$ cat src/core/wtc_pkg.sv
`default_nettype none
package wtc_pkg;
  // register port geometry
  localparam int ADDR_W = 4;
  localparam int DATA_W = 8;
  localparam logic [ADDR_W-1:0] OFF_CONTROL    = 4'h0;
  localparam logic [ADDR_W-1:0] OFF_IRQ_STATUS = 4'h1;
  localparam logic [ADDR_W-1:0] OFF_IRQ_ENABLE = 4'h2;
  localparam logic [ADDR_W-1:0] OFF_IRQ_CLEAR  = 4'h3;
  localparam logic [ADDR_W-1:0] OFF_STATE      = 4'h4;
  // watchdog_control layout
  localparam int SWEN_BIT = 0;
  localparam int PS_LSB   = 1;
  localparam int PS_MSB   = 5;
  localparam int PS_W     = 5;
  localparam logic [PS_W-1:0] PS_RESET = 5'h0b;
  localparam logic [PS_W-1:0] PS_MAX   = 5'h12;
  localparam logic [PS_W-1:0] PS_BASE_SHIFT = 5'h05;
  localparam logic SWEN_RESET = 1'b0;
  // state register layout
  localparam int ST_EXPIRED = 0;
  localparam int ST_SLEPT   = 1;
  localparam int ST_ACTIVE  = 2;
  localparam int ST_HOLD    = 3;
  // interrupt events
  localparam int IRQ_N       = 3;
  localparam int IRQ_TIMEOUT = 0;
  localparam int IRQ_WAKE    = 1;
  localparam int IRQ_OSCFAIL = 2;
  // configuration mode codes
  localparam logic [1:0] MODE_ALWAYS_OFF = 2'h0;
  localparam logic [1:0] MODE_SOFTWARE   = 2'h1;
  localparam logic [1:0] MODE_OFF_SLEEP  = 2'h2;
  localparam logic [1:0] MODE_ALWAYS_ON  = 2'h3;
  // count width covers the largest ratio, 2^23
  localparam int CNT_W = 24;
  // time base: low-frequency rc clock against mclk
  localparam int CLK_PERIOD_PS = 4000;
  localparam int LF_RC_PERIOD_PS = 32258065;
  localparam int DIV_W = 14;
  localparam logic [DIV_W-1:0] TICK_CYCLES_DEF = DIV_W'(LF_RC_PERIOD_PS / CLK_PERIOD_PS);
endpackage
`default_nettype wire

$ cat src/core/wtc_core.sv
`timescale 1ns/10ps
`default_nettype none
// Function
// - In mode 01 the software enable alone runs or stops the watchdog, asleep or awake.
// - Mode 11 always runs, mode 10 runs only while awake, mode 00 never runs.
// - Period select code n gives a ratio of 2^(n+5), from 1:32 at 00000 to 1:8388608.
// - Period select codes 10011 to 11111 behave as the 1:32 ratio.
// - Any reset puts the period select back to 01011.
// - The count is cleared by reset, clear pulse, sleep entry and exit, osc fail, disable, ost.
// - Entering sleep with the watchdog active clears the count, which then runs again.
// - Leaving sleep on a crystal clock holds the count clear until the ost is done.
// - A time-out in sleep wakes the core instead of resetting and updates both flags.
// - Changing the rc divider selection leaves the count alone.
// - The software enable is heeded only in mode 01 and ignored otherwise.
// - Control holds period select in bits 5..1, enable in bit 0, bits 7..6 read zero.
// - Active and awake, a missed clear within the period raises a system reset.
// - The time base is the 31 kHz rc tick, not the system clock.
module wtc_core #(
  parameter logic [wtc_pkg::DIV_W-1:0] TICK_CYCLES = wtc_pkg::TICK_CYCLES_DEF
) (
  input  wire logic                        mclk_in,
  input  wire logic                        rst_n_in,
  input  wire logic [wtc_pkg::ADDR_W-1:0]  addr_in,
  input  wire logic [wtc_pkg::DATA_W-1:0]  wdata_in,
  input  wire logic                        wr_in,
  input  wire logic                        rd_in,
  output logic      [wtc_pkg::DATA_W-1:0]  rdata_out,
  input  wire logic [1:0]                  watchdog_config_mode_in,
  input  wire logic                        sleep_in,
  input  wire logic                        clear_watchdog_instr_in,
  input  wire logic                        osc_fail_in,
  input  wire logic                        osc_startup_timer_in,
  input  wire logic                        crystal_clock_in,
  output logic                             wdt_reset_out,
  output logic                             wake_out,
  output logic                             watchdog_expired_flag_out,
  output logic                             sleep_entered_flag_out,
  output logic                             irq_out
);
  import wtc_pkg::*;

  logic [PS_W-1:0]    period_select;
  logic               sw_watchdog_enable;
  logic [CNT_W-1:0]   wdt_count;
  logic [CNT_W-1:0]   terminal;
  logic [PS_W-1:0]    eff_ps;
  logic               tick;
  logic               active;
  logic               sleep_q;
  logic               sleep_rise;
  logic               sleep_fall;
  logic               exit_hold;
  logic               clear_cond;
  logic               timeout;
  logic [IRQ_N-1:0]   irq_events;
  logic [IRQ_N-1:0]   irq_status;
  logic [IRQ_N-1:0]   irq_enable;
  logic [DATA_W-1:0]  next_rdata;

  // rc time base, its own counter so divider selection elsewhere is moot
  wtc_tick_div #(
    .DIV_W  (DIV_W),
    .CYCLES (TICK_CYCLES)
  ) u_tick (
    .mclk_in  (mclk_in),
    .rst_n_in (rst_n_in),
    .tick_out (tick)
  );

  // run decision from the mode straps and the software bit
  always_comb begin
    case (watchdog_config_mode_in)
      MODE_ALWAYS_ON:  active = 1'b1;
      MODE_OFF_SLEEP:  active = !sleep_in;
      MODE_SOFTWARE:   active = sw_watchdog_enable;
      MODE_ALWAYS_OFF: active = 1'b0;
      default:         active = 1'b0;
    endcase
  end

  // ratio 2^(code+5); reserved codes fall back to the shortest
  always_comb begin
    eff_ps   = (period_select > PS_MAX) ? '0 : period_select;
    terminal = (CNT_W'(1) << (eff_ps + PS_BASE_SHIFT)) - CNT_W'(1);
  end

  always_ff @(posedge mclk_in) begin
    if (!rst_n_in) begin
      sleep_q <= 1'b0;
    end else begin
      sleep_q <= sleep_in;
    end
  end

  assign sleep_rise = sleep_in && !sleep_q;
  assign sleep_fall = !sleep_in && sleep_q;

  // crystal clocks keep the count clear past exit until ost ends
  always_ff @(posedge mclk_in) begin
    if (!rst_n_in) begin
      exit_hold <= 1'b0;
    end else if (sleep_fall && crystal_clock_in) begin
      exit_hold <= 1'b1;
    end else if (!osc_startup_timer_in) begin
      exit_hold <= 1'b0;
    end
  end

  assign clear_cond = clear_watchdog_instr_in || osc_fail_in || osc_startup_timer_in
                   || exit_hold || sleep_rise || sleep_fall || !active;
  assign timeout = active && tick && (wdt_count == terminal) && !clear_cond;

  // only tick and clear sources move the count, no divider input exists
  always_ff @(posedge mclk_in) begin
    if (!rst_n_in || clear_cond) begin
      wdt_count <= '0;
    end else if (active && tick) begin
      if (wdt_count == terminal) begin
        wdt_count <= '0;
      end else begin
        wdt_count <= wdt_count + CNT_W'(1);
      end
    end
  end

  always_ff @(posedge mclk_in) begin
    if (!rst_n_in) begin
      wdt_reset_out <= 1'b0;
      wake_out      <= 1'b0;
    end else begin
      wdt_reset_out <= timeout && !sleep_in;
      wake_out      <= timeout && sleep_in;
    end
  end

  // status flags: time-out sets expired, sleep entry sets slept, clear pulse drops both
  always_ff @(posedge mclk_in) begin
    if (!rst_n_in) begin
      watchdog_expired_flag_out <= 1'b0;
    end else if (timeout) begin
      watchdog_expired_flag_out <= 1'b1;
    end else if (clear_watchdog_instr_in || sleep_rise) begin
      watchdog_expired_flag_out <= 1'b0;
    end
  end

  always_ff @(posedge mclk_in) begin
    if (!rst_n_in) begin
      sleep_entered_flag_out <= 1'b0;
    end else if (sleep_rise || (timeout && sleep_in)) begin
      sleep_entered_flag_out <= 1'b1;
    end else if (clear_watchdog_instr_in) begin
      sleep_entered_flag_out <= 1'b0;
    end
  end

  // control register, reset value on every reset
  always_ff @(posedge mclk_in) begin
    if (!rst_n_in) begin
      period_select      <= PS_RESET;
      sw_watchdog_enable <= SWEN_RESET;
    end else if (wr_in && addr_in == OFF_CONTROL) begin
      period_select      <= wdata_in[PS_MSB:PS_LSB];
      sw_watchdog_enable <= wdata_in[SWEN_BIT];
    end
  end

  assign irq_events = {osc_fail_in, timeout && sleep_in, timeout && !sleep_in};

  wtc_irq_bank #(
    .N (IRQ_N)
  ) u_irq (
    .mclk_in      (mclk_in),
    .rst_n_in     (rst_n_in),
    .event_in     (irq_events),
    .enable_wr_in (wr_in && addr_in == OFF_IRQ_ENABLE),
    .clear_wr_in  (wr_in && addr_in == OFF_IRQ_CLEAR),
    .wdata_in     (wdata_in[IRQ_N-1:0]),
    .status_out   (irq_status),
    .enable_out   (irq_enable),
    .irq_out      (irq_out)
  );

  // unmapped and write-only offsets read zero
  always_comb begin
    next_rdata = '0;
    case (addr_in)
      OFF_CONTROL: begin
        next_rdata[PS_MSB:PS_LSB] = period_select;
        next_rdata[SWEN_BIT]      = sw_watchdog_enable;
      end
      OFF_IRQ_STATUS: next_rdata[IRQ_N-1:0] = irq_status;
      OFF_IRQ_ENABLE: next_rdata[IRQ_N-1:0] = irq_enable;
      OFF_STATE: begin
        next_rdata[ST_EXPIRED] = watchdog_expired_flag_out;
        next_rdata[ST_SLEPT]   = sleep_entered_flag_out;
        next_rdata[ST_ACTIVE]  = active;
        next_rdata[ST_HOLD]    = exit_hold;
      end
      default: next_rdata = '0;
    endcase
  end

  always_ff @(posedge mclk_in) begin
    if (!rst_n_in) begin
      rdata_out <= '0;
    end else if (rd_in) begin
      rdata_out <= next_rdata;
    end else begin
      rdata_out <= '0;
    end
  end

  property p_sw_mode;
    @(posedge mclk_in) disable iff (!rst_n_in)
      (watchdog_config_mode_in == MODE_SOFTWARE && !sw_watchdog_enable)
      |=> (wdt_count == '0) && !wdt_reset_out && !wake_out;
  endproperty
  a_sw_mode: assert property (p_sw_mode)
    else $error("software mode does not follow enable bit");

  property p_off_modes;
    @(posedge mclk_in) disable iff (!rst_n_in)
      (watchdog_config_mode_in == MODE_ALWAYS_OFF
       || (watchdog_config_mode_in == MODE_OFF_SLEEP && sleep_in))
      |=> (wdt_count == '0) && !wdt_reset_out;
  endproperty
  a_off_modes: assert property (p_off_modes)
    else $error("watchdog counted while disabled");

  property p_always_on;
    @(posedge mclk_in) disable iff (!rst_n_in)
      (watchdog_config_mode_in == MODE_ALWAYS_ON && tick && !clear_watchdog_instr_in
       && !osc_fail_in && !osc_startup_timer_in && !exit_hold && !sleep_rise && !sleep_fall
       && wdt_count != terminal)
      |=> (wdt_count == $past(wdt_count) + CNT_W'(1));
  endproperty
  a_always_on: assert property (p_always_on)
    else $error("always-on mode inactive");

  property p_ratio;
    @(posedge mclk_in) disable iff (!rst_n_in)
      (period_select <= PS_MAX) |-> (terminal == (CNT_W'(32) << period_select) - CNT_W'(1));
  endproperty
  a_ratio: assert property (p_ratio)
    else $error("terminal count wrong for period select");

  property p_reserved;
    @(posedge mclk_in) disable iff (!rst_n_in)
      (period_select > PS_MAX) |-> (terminal == CNT_W'(31));
  endproperty
  a_reserved: assert property (p_reserved)
    else $error("reserved code not at minimum ratio");

  property p_reset_ps;
    @(posedge mclk_in) disable iff (!rst_n_in)
      $rose(rst_n_in) |-> (period_select == PS_RESET) && !sw_watchdog_enable;
  endproperty
  a_reset_ps: assert property (p_reset_ps)
    else $error("period select not at reset value");

  property p_clear_pulse;
    @(posedge mclk_in) disable iff (!rst_n_in)
      (clear_watchdog_instr_in || osc_fail_in || sleep_rise || sleep_fall)
      |=> (wdt_count == '0) && !wdt_reset_out && !wake_out;
  endproperty
  a_clear_pulse: assert property (p_clear_pulse)
    else $error("count not cleared by clear event");

  property p_ost_hold;
    @(posedge mclk_in) disable iff (!rst_n_in)
      (sleep_fall && crystal_clock_in) ##1 osc_startup_timer_in [*2] |-> (wdt_count == '0);
  endproperty
  a_ost_hold: assert property (p_ost_hold)
    else $error("count moved during start-up hold");

  property p_sleep_timeout;
    @(posedge mclk_in) disable iff (!rst_n_in)
      (timeout && sleep_in) |=> wake_out && !wdt_reset_out && sleep_entered_flag_out
                               && watchdog_expired_flag_out;
  endproperty
  a_sleep_timeout: assert property (p_sleep_timeout)
    else $error("sleep time-out did not wake");

  property p_awake_timeout;
    @(posedge mclk_in) disable iff (!rst_n_in)
      (timeout && !sleep_in) |=> wdt_reset_out && !wake_out ##1 !wdt_reset_out;
  endproperty
  a_awake_timeout: assert property (p_awake_timeout)
    else $error("awake time-out did not give one reset pulse");

  property p_restart;
    @(posedge mclk_in) disable iff (!rst_n_in)
      timeout |=> (wdt_count == '0);
  endproperty
  a_restart: assert property (p_restart)
    else $error("count did not restart after time-out");

  property p_ctrl_read;
    @(posedge mclk_in) disable iff (!rst_n_in)
      (rd_in && addr_in == OFF_CONTROL)
      |=> (rdata_out[7:6] == 2'h0) && (rdata_out[PS_MSB:PS_LSB] == $past(period_select));
  endproperty
  a_ctrl_read: assert property (p_ctrl_read)
    else $error("control read layout wrong");

  property p_tick_only;
    @(posedge mclk_in) disable iff (!rst_n_in)
      (!tick && !clear_cond) |=> $stable(wdt_count);
  endproperty
  a_tick_only: assert property (p_tick_only)
    else $error("count moved without a time-base tick");
endmodule
`default_nettype wire

$ cat src/core/wtc_irq_bank.sv
`timescale 1ns/10ps
`default_nettype none
module wtc_irq_bank #(
  parameter int N = 3
) (
  input  wire logic         mclk_in,
  input  wire logic         rst_n_in,
  input  wire logic [N-1:0] event_in,
  input  wire logic         enable_wr_in,
  input  wire logic         clear_wr_in,
  input  wire logic [N-1:0] wdata_in,
  output logic      [N-1:0] status_out,
  output logic      [N-1:0] enable_out,
  output logic              irq_out
);
  // a new event beats a clear in the same cycle
  always_ff @(posedge mclk_in) begin
    if (!rst_n_in) begin
      status_out <= '0;
    end else begin
      status_out <= (status_out & ~(clear_wr_in ? wdata_in : '0)) | event_in;
    end
  end

  always_ff @(posedge mclk_in) begin
    if (!rst_n_in) begin
      enable_out <= '0;
    end else if (enable_wr_in) begin
      enable_out <= wdata_in;
    end
  end

  always_ff @(posedge mclk_in) begin
    if (!rst_n_in) begin
      irq_out <= 1'b0;
    end else begin
      irq_out <= |(status_out & enable_out);
    end
  end
endmodule
`default_nettype wire

$ cat src/core/wtc_tick_div.sv
`timescale 1ns/10ps
`default_nettype none
module wtc_tick_div #(
  parameter int       DIV_W  = 14,
  parameter logic [13:0] CYCLES = 14'h1f80
) (
  input  wire logic mclk_in,
  input  wire logic rst_n_in,
  output logic      tick_out
);
  logic [DIV_W-1:0] div_cnt;

  // free running, so divider changes elsewhere never disturb it
  always_ff @(posedge mclk_in) begin
    if (!rst_n_in || div_cnt == DIV_W'(CYCLES - 14'h0001)) begin
      div_cnt <= '0;
    end else begin
      div_cnt <= div_cnt + DIV_W'(1);
    end
  end

  always_ff @(posedge mclk_in) begin
    if (!rst_n_in) begin
      tick_out <= 1'b0;
    end else begin
      tick_out <= (div_cnt == DIV_W'(CYCLES - 14'h0001));
    end
  end
endmodule
`default_nettype wire

$ cat config.mk
export PLATFORM = sky130hd
export DESIGN_NAME = wtc_core
export DESIGN_NICKNAME = d
export VERILOG_FILES = /design/src/core/wtc_pkg.sv /design/src/core/wtc_core.sv /design/src/core/wtc_irq_bank.sv /design/src/core/wtc_tick_div.sv
export SDC_FILE = /design/constraint.sdc
export NUM_CORES = 1
export LEC_CHECK = 0
export BUFFER_PORTS_ARGS = -buffer_cell sky130_fd_sc_hd__buf_2
export CAP_MARGIN = 0
export CORE_MARGIN = 2
export CORE_UTILIZATION = 46
export CTS_CLUSTER_DIAMETER = 120
export DETAILED_ROUTE_END_ITERATION = 10
export GPL_ROUTABILITY_DRIVEN = 0
export PLACE_DENSITY = 0.76
export SYNTH_ARGS = -nofsm -noshare
export SYNTH_HDL_FRONTEND = slang
export SYNTH_SLANG_ARGS = --single-unit
$ cat constraint.sdc
create_clock -name mclk_in -period 2.8 [get_ports mclk_in]
set_input_delay 0.28 -clock mclk_in [delete_from_list [all_inputs] [get_ports mclk_in]]
set_output_delay 0.28 -clock mclk_in [all_outputs]
set_load 0.05 [all_outputs]
**Yosys cells after proc, flatten, opt, wreduce, memory -nomap -nowiden**

Index checks and enable logic that the tools add are counted.

- Register bits after elaboration: 66
- Input bits: 23
- Output and inout port bits: 13
- Logic and storage cells: 82

- $add $sub $neg: 4
- Order comparisons: 1
- Equality and inequality tests: 10
- Shift operators: 1
- Multiplexer cells: 12
- Bitwise gates (word level): 4
- Reduce and logical (&&, ||, !) cells: 33

Operator list:

| kind | number |
|---|---|
| 24-bit by 1-bit adder with 24-bit output, second input constant | 1 |
| 24-bit == test | 1 |
| 24-bit 2-to-1 mux | 1 |
| 1-bit by 5-bit << shifter with 24-bit output, first input constant | 1 |
| 24-bit by 2-bit subtractor with 24-bit output, second input constant | 1 |
| 14-bit by 1-bit adder with 14-bit output, second input constant | 1 |
| 14-bit by 13-bit == test with 1-bit output, second input constant | 1 |
| 3-bit case mux with 4 select lines | 1 |
| 1-bit logical AND | 11 |
| 1-bit logical OR | 10 |
| 4-bit by 2-bit == test with 1-bit output, second input constant | 2 |
| 3-bit AND | 2 |
| 1-bit 2-to-1 mux | 6 |
| 5-bit by 3-bit adder with 5-bit output, second input constant | 1 |
| 5-bit greater-than comparator, second input constant | 1 |
| 1-bit logical NOT | 5 |
| 5-bit 2-to-1 mux | 1 |
| 2-bit == test, second input constant | 2 |
| 4-bit by 1-bit == test with 1-bit output, second input constant | 1 |
| 4-bit by 3-bit == test with 1-bit output, second input constant | 1 |
| 4-bit logical NOT | 1 |
| 1-bit case mux with 4 select lines | 1 |
| 2-bit nonzero test | 2 |
| 3-bit 2-to-1 mux | 1 |
| other kinds (9) | 9 |

**Longest topological paths before layout**

Gate-level depths: netlist of the first run.

- Word-level depth: 11
- Mapped depth: 11
- Mapped depth without buffers: 8

**Cells and area by module**

A second synthesis of the first run with hierarchy kept.

- Cell total of the unflattened synthesis: 451
- Area, all modules: 3,736.1 um^2

By module, submodules not included:

| module | instances | cells each | area an instance (um^2) | seq. area each (um^2) |
|---|---|---|---|---|
| wtc_core | 1 | 354 | 2,831.5 | 840.8 |
| wtc_tick_div | 1 | 76 | 654.4 | 300.3 |
| wtc_irq_bank | 1 | 21 | 250.2 | 140.1 |

**Worst setup path before layout of the first run**

No wires, ideal clock.

- Kind: reg2reg
- Start point: register period_select[2]
- End point: register wdt_count[10]
- Setup time: 0.132 ns
- Data arrival time: 1.949 ns
- Required time: 2.668 ns
- Slack: 0.719 ns
- Stages on the path, launching flop included: 10
- Path buffers: 2
- Clock period less this slack: 2.081 ns
- Cell sequence: dfxtp_1 > buf_4 > a211o_1 > a221oi_2 > o21ai_1 > a211oi_2 > nand4_1 > nor3_2 > buf_2 > nor3_1

- Longest elaborated chain between the ends: 7

Ends and longest elaborated chain:

| what | line | RTL |
|---|---|---|
| start: declaration | wtc_core.sv:42 | `logic [PS_W-1:0] period_select;` |
| start signal: assignment | wtc_core.sv:163 | `period_select <= wdata_in[PS_MSB:PS_LSB];` |
| 5-bit greater-than comparator | wtc_core.sv:83 | `eff_ps = (period_select > PS_MAX) ? '0 : period_select;` |
| 5-bit 2-to-1 mux * | wtc_core.sv:83 |  |
| 5-bit by 3-bit adder with 5-bit output * | wtc_core.sv:84 | `terminal = (CNT_W'(1) << (eff_ps + PS_BASE_SHIFT)) - CNT_W'(1);` |
| 1-bit by 5-bit << shifter with 24-bit output * | wtc_core.sv:84 |  |
| 24-bit by 2-bit subtractor with 24-bit output * | wtc_core.sv:84 |  |
| 24-bit == test * | wtc_core.sv:118 | `if (wdt_count == terminal) begin` |
| 24-bit 2-to-1 mux * | wtc_core.sv:118 |  |
| end signal: assignment | wtc_core.sv:121 | `wdt_count <= wdt_count + CNT_W'(1);` |
| end: declaration | wtc_core.sv:44 | `logic [CNT_W-1:0] wdt_count;` |

Mark *: on every way between the ends. The rest lies on a longest branch, timed or not.
A chain may end at the register's enable or synchronous reset.

**Final worst setup path of the first run**

- Start point: register period_select[3]
- End point: register sleep_entered_flag_out

- Longest elaborated chain between the ends: 11
- Elaborated cells on any way between the ends: 12
- Those cells by class: add/sub (2); order compare (1); eq/ne (1); shift (1); mux (2); reduce/logical (5)

Ends and longest elaborated chain:

| what | line | RTL |
|---|---|---|
| 5-bit greater-than comparator | wtc_core.sv:83 |  |
| 5-bit 2-to-1 mux * | wtc_core.sv:83 |  |
| 5-bit by 3-bit adder with 5-bit output * | wtc_core.sv:84 |  |
| 1-bit by 5-bit << shifter with 24-bit output * | wtc_core.sv:84 |  |
| 24-bit by 2-bit subtractor with 24-bit output * | wtc_core.sv:84 |  |
| 24-bit == test * | wtc_core.sv:111 | `assign timeout = active && tick && (wdt_count == terminal) && !clear_cond;` |
| 1-bit logical AND * (2 in a row) | wtc_core.sv:111 |  |
| 1-bit logical AND * | wtc_core.sv:150 | `end else if (sleep_rise \|\| (timeout && sleep_in)) begin` |
| 1-bit logical OR * | wtc_core.sv:150 |  |
| 1-bit 2-to-1 mux / 2-bit nonzero test (equally long branches) | - |  |
| end signal: assignment | wtc_core.sv:149 | `sleep_entered_flag_out <= 1'b0;` |
| end signal: assignment | wtc_core.sv:151 | `sleep_entered_flag_out <= 1'b1;` |
| end signal: assignment | wtc_core.sv:153 | `sleep_entered_flag_out <= 1'b0;` |
| end: declaration | wtc_core.sv:37 | `output logic sleep_entered_flag_out,` |

Marks and branches as above.

==> impl_metrics.env, run 1 <==
export IMPL_start_kind="flop"
export IMPL_synth_xor_area_share_pct=10.4
export IMPL_tns_ns=0
export IMPL_grt_overflow=0
export IMPL_setup_violations_final=0
export IMPL_power_density_nw_per_um2=428
export IMPL_fin_crit_sh_pct=90.7
export IMPL_layout_common_cells="dfxtp_1 (64), nor2_1 (53), nor3_1 (36)"
export IMPL_start_util_pct=46.8
export IMPL_drv_slew=0
export IMPL_fill_cells=754
export IMPL_antenna_found_initial=0
export IMPL_synthSimpleGateAreaFrac_pct=30.4
export IMPL_synth_seq_cells=64
export IMPL_netlist_instances=475
export IMPL_yosys_warnings=0
export IMPL_clockRootBuffer="clkbuf_8"
export IMPL_antenna_left=0
export IMPL_drtIter0Drc=251
export IMPL_worstSkewPairLatency_ns=0.34
export IMPL_synth_top_family_by_area="simple AND/OR/NAND/NOR gates"
export IMPL_wire_per_inst_um=14.8
export IMPL_async_flop_share_pct=0
export IMPL_post_synth_main_area_contributors="dfxtp_1 (34%), xnor2_1 (5.3%), nor2_1 (5.2%), xor2_1 (5.1%), nor3_1 (4.7%)"
export IMPL_synth_edf_count=0
export IMPL_rsz0062_at_grt="false"
export IMPL_dpl_hpwl_um=6570
export IMPL_skew_ns=0.0117
export IMPL_worst_path_max_fanout=12
export IMPL_drc=0
export IMPL_drv_cap=0
export IMPL_fmax_mhz=394
export IMPL_grt_max_degree=21
export IMPL_die_w_um=95.0
export IMPL_arrival_ns=2.77
export IMPL_crit_chain="buf_4, nor2b_1, a22oi_1, a211oi_1, a21oi_1, nand4b_1, nor3_4, a31o_1"
export IMPL_layout_commonest_cell="dfxtp_1"
export IMPL_firstDrtPassIters=5
export IMPL_synth_compound_area_share_pct=16.1
export IMPL_synth_top_cell_area_share_pct=33.7
export IMPL_area_growth_pct=9.60
export IMPL_cts_resized=0
export IMPL_cts_setup_buffers=0
export IMPL_peakVddDrop_v=0.000311
export IMPL_grt_pass1_wl_um=15200
export IMPL_drive_above_1_share_pct=14.8
export IMPL_dr_total_vias=3513
export IMPL_cts_hold_buf=0
export IMPL_p_total_w=0.00179
export IMPL_leakage_nw=1.53
export IMPL_numCtsBuffers=9
export IMPL_fp_dieH_um=95.0
export IMPL_cts_tree="yes"
export IMPL_stdcell_count=605
export IMPL_syn_area_per_cell_sq_um=8.02
export IMPL_ys_flop_type="dfxtp_1"
export IMPL_cts_buffer_depth=2
export IMPL_die_area_sq_um=9020
export IMPL_totalWireLength_um=8980
export IMPL_clock_sinks=64
export IMPL_portBuffers=31
export IMPL_grt_pass1_vias=3222
export IMPL_syn_area_sq_um=3810
export IMPL_cp_data_required_time_ns=3.03
export IMPL_htreeDepth=3
export IMPL_coreArea_sq_um=8130
export IMPL_fin_crit_ns=2.54
export IMPL_hold_worst_slack_ns=0.163
export IMPL_n_antenna_cell=0
export IMPL_worst_pin_slew_ns=0.644
export IMPL_critPathCaptureType="flop"
export IMPL_synth_mux_area_share_pct=1.84
export IMPL_grt_total_usage_pct=21.3
export IMPL_dp_cells=589
export IMPL_io_pins=36
export IMPL_ys_seq_area_share_pct=33.7
export IMPL_worst_setup_hold_path_clk_slew_ns=0.07
export IMPL_hold_viol_final=0
export IMPL_yosysUniqueCellTypes=64
export IMPL_rows=33
export IMPL_cpPeakStageDelay_ns=0.50
export IMPL_status="finished, final reports clean"
export IMPL_relSlewSlack_pct=56.9
export IMPL_cp_slowest_cell="nor2b_1"
export IMPL_synthAdderAreaFrac_pct=0.986
export IMPL_min_path_type="in -> reg"
export IMPL_nets=521
export IMPL_synth_area_leader_cell="dfxtp_1"
export IMPL_vias_per_cell=5.81
export IMPL_crit_type="reg -> reg"
## cells in the mapped netlist (5+ instances only)
master / instances
xor2_1: 22
nor3_1: 36
buf_4: 8
xnor2_1: 23
nand3_1: 25
dfxtp_1: 64
nor2_1: 53
inv_1: 12
buf_2: 6
and3_1: 11
o21ai_0: 12
nand2_1: 34
nand4_1: 8
mux2i_1: 7
a31oi_1: 8
a21oi_1: 25
clkbuf_1: 18
nand2b_1: 7
nor4_1: 5
or3_1: 6
## flip-flops by register name (all words and copies together) (netlist names)
signal	cells
rdata_out	6
wake_out	1
u_irq.status_out	3
u_irq.irq_out	1
sleep_entered_flag_out	1
u_tick.div_cnt	14
u_irq.enable_out	3
watchdog_expired_flag_out	1
sw_watchdog_enable	1
u_tick.tick_out	1
period_select	5
wdt_count	24
exit_hold	1
sleep_q	1
wdt_reset_out	1
## path summary, 6_finish.rpt
check               startpoint                endpoint  slack (ns)  cells after the start
min                wdata_in[4]        period_select[3]        0.16                      3
max           period_select[3]  sleep_entered_flag_out        0.26                      8
min reg2reg  u_tick.div_cnt[0]       u_tick.div_cnt[0]        0.47                      1
max reg2reg   period_select[3]  sleep_entered_flag_out        0.26                      8
## metal layers
| layer | vias to the layer above | share of wire, % | GRT usage, % |
|---|---|---|---|
| met4 | 0 | 2.4 | 9.18 |
| met5 | - | 0 | 0 |
| met3 | 21 | 5.5 | 2.87 |
| li1 | 1728 | - | - |
| met1 | 1637 | 45 | 28.3 |
| met2 | 127 | 47 | 34.7 |
## where the power goes
part | internal (W) | total, W | switching [W]
registers | 0.000920 | 0.000929 | 0.00000990
logic | 0.0000491 | 0.000137 | 0.0000874
clock network | 0.000369 | 0.000722 | 0.000353
## logic make-up (layout without fill, tap and decap cells)
group,Yosys count,count (layout)
and+or+nand+nor,218,218
AOI/OAI and AO/OA,88,88
DFF,64,64
buffers and inverters,48,71
xor gates and xnor gates,45,45
muxes,7,7
adders and majority gates,3,3
other,2,4
## stage by stage
step,area [sq um],setup slack [ns],util (%)
2_1_floorplan,3810,0.719,-
3_3_place_gp,3990,0.415,49.0
3_5_place_dp,3990,0.378,49.0
4_1_cts,4170,0.331,51.3
5_1_grt,4170,0.0860,51.3
6_report,4170,0.261,51.3
## final cells by class
cell class | instances | area (sq um) | area share (%)
timing repair buffer | 43 | 245 | 5.88
clock buffer | 12 | 155 | 3.72
multi-input combinational | 365 | 2290 | 54.8
sequential | 64 | 1280 | 30.7
clock inverter | 4 | 28.8 | 0.690
inverter | 12 | 45.0 | 1.08
tap | 105 | 131 | 3.15
## critical path, delay by kind of cell, from the launching register on
| kind | cells | cell delay [ns] |
|---|---|---|
| AOI/OAI and AO/OA | 4 | 0.91 |
| and+or+nand+nor | 3 | 0.83 |
| DFF | 1 | 0.45 |
| buffers and inverters | 1 | 0.23 |
No activity file was read; power rests on OpenSTA's default activity.
==> run 2, diff against run 1 <==
--- a/config.mk
+++ b/config.mk
@@ -12,6 +12,7 @@
 export CTS_CLUSTER_DIAMETER = 120
 export DETAILED_ROUTE_END_ITERATION = 10
 export GPL_ROUTABILITY_DRIVEN = 0
+export MAX_ROUTING_LAYER = met4
 export PLACE_DENSITY = 0.76
 export SYNTH_ARGS = -nofsm -noshare
 export SYNTH_HDL_FRONTEND = slang
==> run 2 against run 1 <==
  * Power rose by 0.19%
  * Utilization did not move
  * Clock skew rose by 0.0013 ns
  * Highest routed layer unchanged
  * Largest power group unchanged
  * Via count fell by 1.1%
  * Register-to-register slack barely moved
  * Sequential power barely moved
==> impl_metrics.env, run 2 (synthesized netlist as in run 1, its figures left out) <==
export IMPL_status="finished, final reports clean"
export IMPL_dpl_hpwl_um=6570
export IMPL_worst_setup_hold_path_clk_slew_ns=0.07
export IMPL_critPathCaptureType="flop"
export IMPL_numCtsBuffers=9
export IMPL_grt_pass1_vias=3216
export IMPL_drtIter0Drc=251
export IMPL_cpPeakStageDelay_ns=0.34
export IMPL_fp_dieH_um=95.0
export IMPL_layout_commonest_cell="dfxtp_1"
export IMPL_portBuffers=31
export IMPL_firstDrtPassIters=4
export IMPL_peakVddDrop_v=0.000311
export IMPL_crit_chain="buf_4, nor2_1, o221ai_2, a211o_1, o22ai_1, nand4_1, nor3_2, buf_4, nor3_1"
export IMPL_grt_overflow=0
export IMPL_p_sw_w=0.000453
export IMPL_cts_setup_buffers=0
export IMPL_fmax_mhz=394
export IMPL_cts_resized=0
export IMPL_start_util_pct=46.8
export IMPL_leakage_nw=1.53
export IMPL_fin_crit_ns=2.54
export IMPL_n_antenna_cell=0
export IMPL_clkPwrFrac_pct=40.5
export IMPL_min_path_type="in -> reg"
export IMPL_p_total_w=0.00179
export IMPL_path_buf_inv=2
export IMPL_dr_total_vias=3476
export IMPL_die_w_um=95.0
export IMPL_cts_hold_buf=0
export IMPL_worst_pin_slew_ns=0.628
export IMPL_start_kind="flop"
export IMPL_swShare_pct=25.3
export IMPL_crit_type="reg -> reg"
export IMPL_top_regs="wdt_count (24), u_tick.div_cnt (14), rdata_out (6)"
export IMPL_worstSkewPairLatency_ns=0.35
export IMPL_antenna_found_initial=0
export IMPL_setup_violations_final=0
export IMPL_cp_data_required_time_ns=3.02
export IMPL_skew_ns=0.0130
export IMPL_drv_slew=0
export IMPL_crit_top_cell="buf_4"
export IMPL_fin_crit_sh_pct=90.7
export IMPL_nets=521
export IMPL_io_pins=36
export IMPL_min_delay_path_depth=3
export IMPL_drv_cap=0
export IMPL_intPower_w=0.00134
export IMPL_area_growth_pct=9.60
export IMPL_drive_above_1_share_pct=14.8
export IMPL_relSlewSlack_pct=58.0
export IMPL_tns_ns=0
export IMPL_wire_per_inst_um=14.8
export IMPL_grt_total_usage_pct=21.9
export IMPL_drc=0
export IMPL_layout_common_cells="dfxtp_1 (64), nor2_1 (53), nor3_1 (36)"
export IMPL_cp_depth=9
export IMPL_largest_register_ffs=24
export IMPL_rsz0062_at_grt="false"
export IMPL_cp_top_family="simple AND/OR/NAND/NOR gates"
export IMPL_cp_slowest_cell="a211o_1"
export IMPL_seqPwrFrac_pct=51.9
export IMPL_rows=33
export IMPL_top_register="wdt_count"
export IMPL_power_density_nw_per_um2=429
export IMPL_fin_util_pct=51.3
export IMPL_htreeDepth=3
export IMPL_vias_per_cell=5.75
export IMPL_coreArea_sq_um=8130
export IMPL_hold_viol_final=0
export IMPL_die_area_sq_um=9020
export IMPL_p_comb_share_pct=7.6
export IMPL_fill_cells=754
export IMPL_totalWireLength_um=8930
export IMPL_grt_pass1_wl_um=15100
export IMPL_clock_sinks=64
export IMPL_cts_buffer_depth=2
export IMPL_arrival_ns=2.76
export IMPL_cts_tree="yes"
export IMPL_antenna_left=0
export IMPL_r2r_cells=9
export IMPL_clockRootBuffer="clkbuf_8"
export IMPL_worst_path_max_fanout=20
export IMPL_grt_max_degree=21
run 2: per-layer routing:
| layer | up-vias | wire length (um) | track usage [%] |
|---|---|---|---|
| met2 | 123 | 4210 | 34.6 |
| met1 | 1611 | 3980 | 28.3 |
| met4 | 0 | 185 | 9.30 |
| met3 | 17 | 556 | 2.79 |
| li1 | 1725 | - | - |
| met5 | - | 0 | - |
run 2: tightest hold or removal path, delay by kind of cell:
| family | cells | cell delay [ns] |
|---|---|---|
| buffers and inverters | 1 | 0.07 |
| and+or+nand+nor | 2 | 0.12 |
run 2: final cells by class:
type | instances | area (sq um) | area share (%)
repair buffers | 43 | 245 | 5.88
flip-flops and latches | 64 | 1280 | 30.7
clock inverters | 4 | 28.8 | 0.690
clock buffers | 12 | 155 | 3.72
multi-input cells | 365 | 2290 | 54.8
well taps | 105 | 131 | 3.15
inverters | 12 | 45.0 | 1.08
run 2: through the flow:
stage	setup WS [ns]	instances	hold slack, ns	instance area [sq um]
CTS	0.331	605	0.160	4170
detailed placement	0.378	589	0.468	3990
global placement	0.415	589	0.456	3990
global route	0.0858	605	0.172	4170
floorplan	0.719	477	0.397	3810
finish	0.261	605	0.161	4170
run 2: power by group through the flow:
stage | sequential [W] | combinational, W | clock, W
detailed placement | 0.000950 | 0.000132 | 0
finish | 0.000929 | 0.000136 | 0.000726
global route | 0.000930 | 0.000151 | 0.000776
floorplan | 0.000952 | 0.0000971 | 0
CTS | 0.000929 | 0.000133 | 0.000743
global placement | 0.000950 | 0.000129 | 0
run 2: final timing paths:
check	to	slack, ns	start
hold reg to reg	u_tick.div_cnt[0]	0.47	u_tick.div_cnt[0]
setup reg to reg	wdt_count[14]	0.26	period_select[1]
hold / removal	period_select[3]	0.16	wdata_in[4]
setup / recovery	wdt_count[14]	0.26	period_select[1]
==> run 3, diff against run 2 <==
--- a/config.mk
+++ b/config.mk
@@ -9,11 +9,14 @@
 export CAP_MARGIN = 0
 export CORE_MARGIN = 2
 export CORE_UTILIZATION = 46
+export CTS_BUF_LIST = sky130_fd_sc_hd__clkbuf_8
 export CTS_CLUSTER_DIAMETER = 120
 export DETAILED_ROUTE_END_ITERATION = 10
 export GPL_ROUTABILITY_DRIVEN = 0
 export MAX_ROUTING_LAYER = met4
 export PLACE_DENSITY = 0.76
+export REMOVE_ABC_BUFFERS = 1
+export SETUP_SLACK_MARGIN = 0.3
 export SYNTH_ARGS = -nofsm -noshare
 export SYNTH_HDL_FRONTEND = slang
 export SYNTH_SLANG_ARGS = --single-unit
==> run 3 against run 2 <==
  * Maximum frequency up 7.2%
  * Sequential power barely moved
  * Critical path depth is the same
  * Largest power group unchanged
  * Worst hold slack gained 0.023 ns
  * Utilization rose by 0.51 points
  * Clock-buffer cell count is 2 lower
  * Register-to-register slack improved by 0.17 ns
  * Final area rose by 0.99%
  * Via count grew 1.0%
  * Power is 5.3% higher
  * Highest routed layer unchanged
  * Global-route usage shrank 0.055 points
  * Critical endpoint is now wdt_count[10]
  * Die area did not move
==> impl_metrics.env, run 3 (synthesized netlist as in run 1, its figures left out) <==
export IMPL_cp_data_required_time_ns=3.00
export IMPL_cp_top_family="compound AO/OA/AOI/OAI gates"
export IMPL_fill_cells=761
export IMPL_grt_pass1_wl_um=15100
export IMPL_cpPeakStageDelay_ns=0.38
export IMPL_start_util_pct=46.8
export IMPL_fp_dieH_um=95.0
export IMPL_power_density_nw_per_um2=448
export IMPL_worstSkewPairLatency_ns=0.34
export IMPL_cts_buffer_depth=2
export IMPL_cts_hold_buf=0
export IMPL_portBuffers=31
export IMPL_arrival_ns=2.57
export IMPL_tns_ns=0
export IMPL_drive_above_1_share_pct=16.6
export IMPL_die_w_um=95.0
export IMPL_rows=33
export IMPL_r2r_cells=9
export IMPL_fin_crit_sh_pct=84.6
export IMPL_cp_slowest_cell="a211o_1"
export IMPL_whs_endpoint="u_irq.status_out[2]"
export IMPL_relSlewSlack_pct=57.4
export IMPL_leakage_nw=1.54
export IMPL_htreeDepth=3
export IMPL_r2r_start="period_select[1]"
export IMPL_critPathCaptureType="flop"
export IMPL_top_regs="wdt_count (24), u_tick.div_cnt (14), rdata_out (6)"
export IMPL_area_growth_pct=10.7
export IMPL_antenna_left=0
export IMPL_worst_pin_slew_ns=0.636
export IMPL_fmax_mhz=422
export IMPL_setup_violations_final=0
export IMPL_nets=521
export IMPL_antenna_found_initial=0
export IMPL_grt_total_usage_pct=21.9
export IMPL_clock_sinks=64
export IMPL_largest_register_ffs=24
export IMPL_worst_path_max_fanout=20
export IMPL_numCtsBuffers=9
export IMPL_rsz0062_at_grt="true"
export IMPL_vias_per_cell=5.80
export IMPL_drc=0
export IMPL_coreArea_sq_um=8130
export IMPL_path_buf_inv=2
export IMPL_status="finished, final reports clean"
export IMPL_crit_type="reg -> reg"
export IMPL_min_delay_start="osc_fail_in"
export IMPL_fin_crit_ns=2.37
export IMPL_cts_tree="yes"
export IMPL_p_sw_w=0.000482
export IMPL_seqPwrFrac_pct=49.3
export IMPL_p_comb_share_pct=7.3
export IMPL_drv_cap=0
export IMPL_clockRootBuffer="clkbuf_8"
export IMPL_cts_setup_buffers=0
export IMPL_reg2reg_slack_ns=0.43
export IMPL_hold_viol_final=0
export IMPL_crit_chain="buf_4, a211o_1, a221oi_2, o21ai_1, a211oi_2, nand4_1, nor3_2, buf_6, nor3_1"
export IMPL_hold_worst_slack_ns=0.183
export IMPL_skew_ns=0.00998
export IMPL_firstDrtPassIters=5
export IMPL_min_delay_path_depth=3
export IMPL_grt_overflow=0
export IMPL_layout_commonest_cell="dfxtp_1"
export IMPL_totalWireLength_um=9030
export IMPL_r2r_end="wdt_count[10]"
export IMPL_layout_common_cells="dfxtp_1 (61), nor2_1 (52), nor3_1 (36)"
export IMPL_dpl_hpwl_um=6650
export IMPL_drv_slew=0
export IMPL_n_antenna_cell=0
export IMPL_min_path_type="in -> reg"
export IMPL_grt_max_degree=21
export IMPL_io_pins=36
export IMPL_grt_pass1_vias=3248
export IMPL_worst_setup_hold_path_clk_slew_ns=0.07
export IMPL_peakVddDrop_v=0.000354
export IMPL_top_register="wdt_count"
export IMPL_start_kind="flop"
export IMPL_clkPwrFrac_pct=43.5
export IMPL_wire_per_inst_um=14.9
export IMPL_drtIter0Drc=234
export IMPL_intPower_w=0.00141
export IMPL_die_area_sq_um=9020
export IMPL_dr_total_vias=3511
export IMPL_swShare_pct=25.5
## run 3: area by class of cell
type	instances	area, sq um	share of cell area, %
Tap cell	105	131	3.12
Timing Repair Buffer	43	249	5.91
Inverter	12	45.0	1.07
Clock buffer	10	138	3.27
Clock inverter	6	68.8	1.63
Sequential cell	64	1280	30.5
Multi-Input combinational cell	365	2300	54.5
## run 3: timing repair
item	in CTS	in global routing
pin swaps	0	1
gates resized for setup	2	7
setup endpoints to repair	15	27
## run 3: power groups by stage
stage / clock network (W) / registers (W) / logic [W]
floorplan: 0 / 0.000956 / 0.0000771
global placement: 0 / 0.000950 / 0.000128
detailed placement: 0 / 0.000951 / 0.000132
CTS: 0.000828 / 0.000929 / 0.000133
global route: 0.000872 / 0.000931 / 0.000152
finish: 0.000820 / 0.000930 / 0.000137
## run 3: routing by layer
metal | GRT usage [%] | wire [um]
met5 | - | 0
met4 | 8.21 | 250
met3 | 4.63 | 592
met2 | 33.8 | 4180
met1 | 28.1 | 4010
## run 3: through the flow
step | setup WS [ns] | cells | util, % | area, sq um | total power, W
detailed placement | 0.285 | 589 | 49.0 | 3990 | 0.00108
global route | 0.281 | 605 | 51.8 | 4210 | 0.00195
finish | 0.431 | 605 | 51.8 | 4210 | 0.00189
floorplan | 0.112 | 441 | - | 3610 | 0.00103
CTS | 0.329 | 605 | 51.6 | 4200 | 0.00189
global placement | 0.301 | 589 | 49.0 | 3990 | 0.00108
## run 3: worst max-delay path by stage
| stage | startpoint | to | slack [ns] | cells after the start |
|---|---|---|---|---|
| final | period_select[1] | wdt_count[10] | 0.43 | 9 |
| after global routing | period_select[1] | wdt_count[8] | 0.28 | 9 |
| after CTS | period_select[3] | wake_out | 0.33 | 7 |
| after detailed placement | period_select[4] | wdt_count[10] | 0.29 | 8 |
| after global placement | period_select[4] | wdt_count[7] | 0.30 | 8 |
| after floorplan | period_select[1] | watchdog_expired_flag_out | 0.11 | 7 |
## run 3: worst min-delay path, stage by stage
cell,delay (ns)
buf_2,0.09
a21oi_1,0.04
nor2_1,0.08
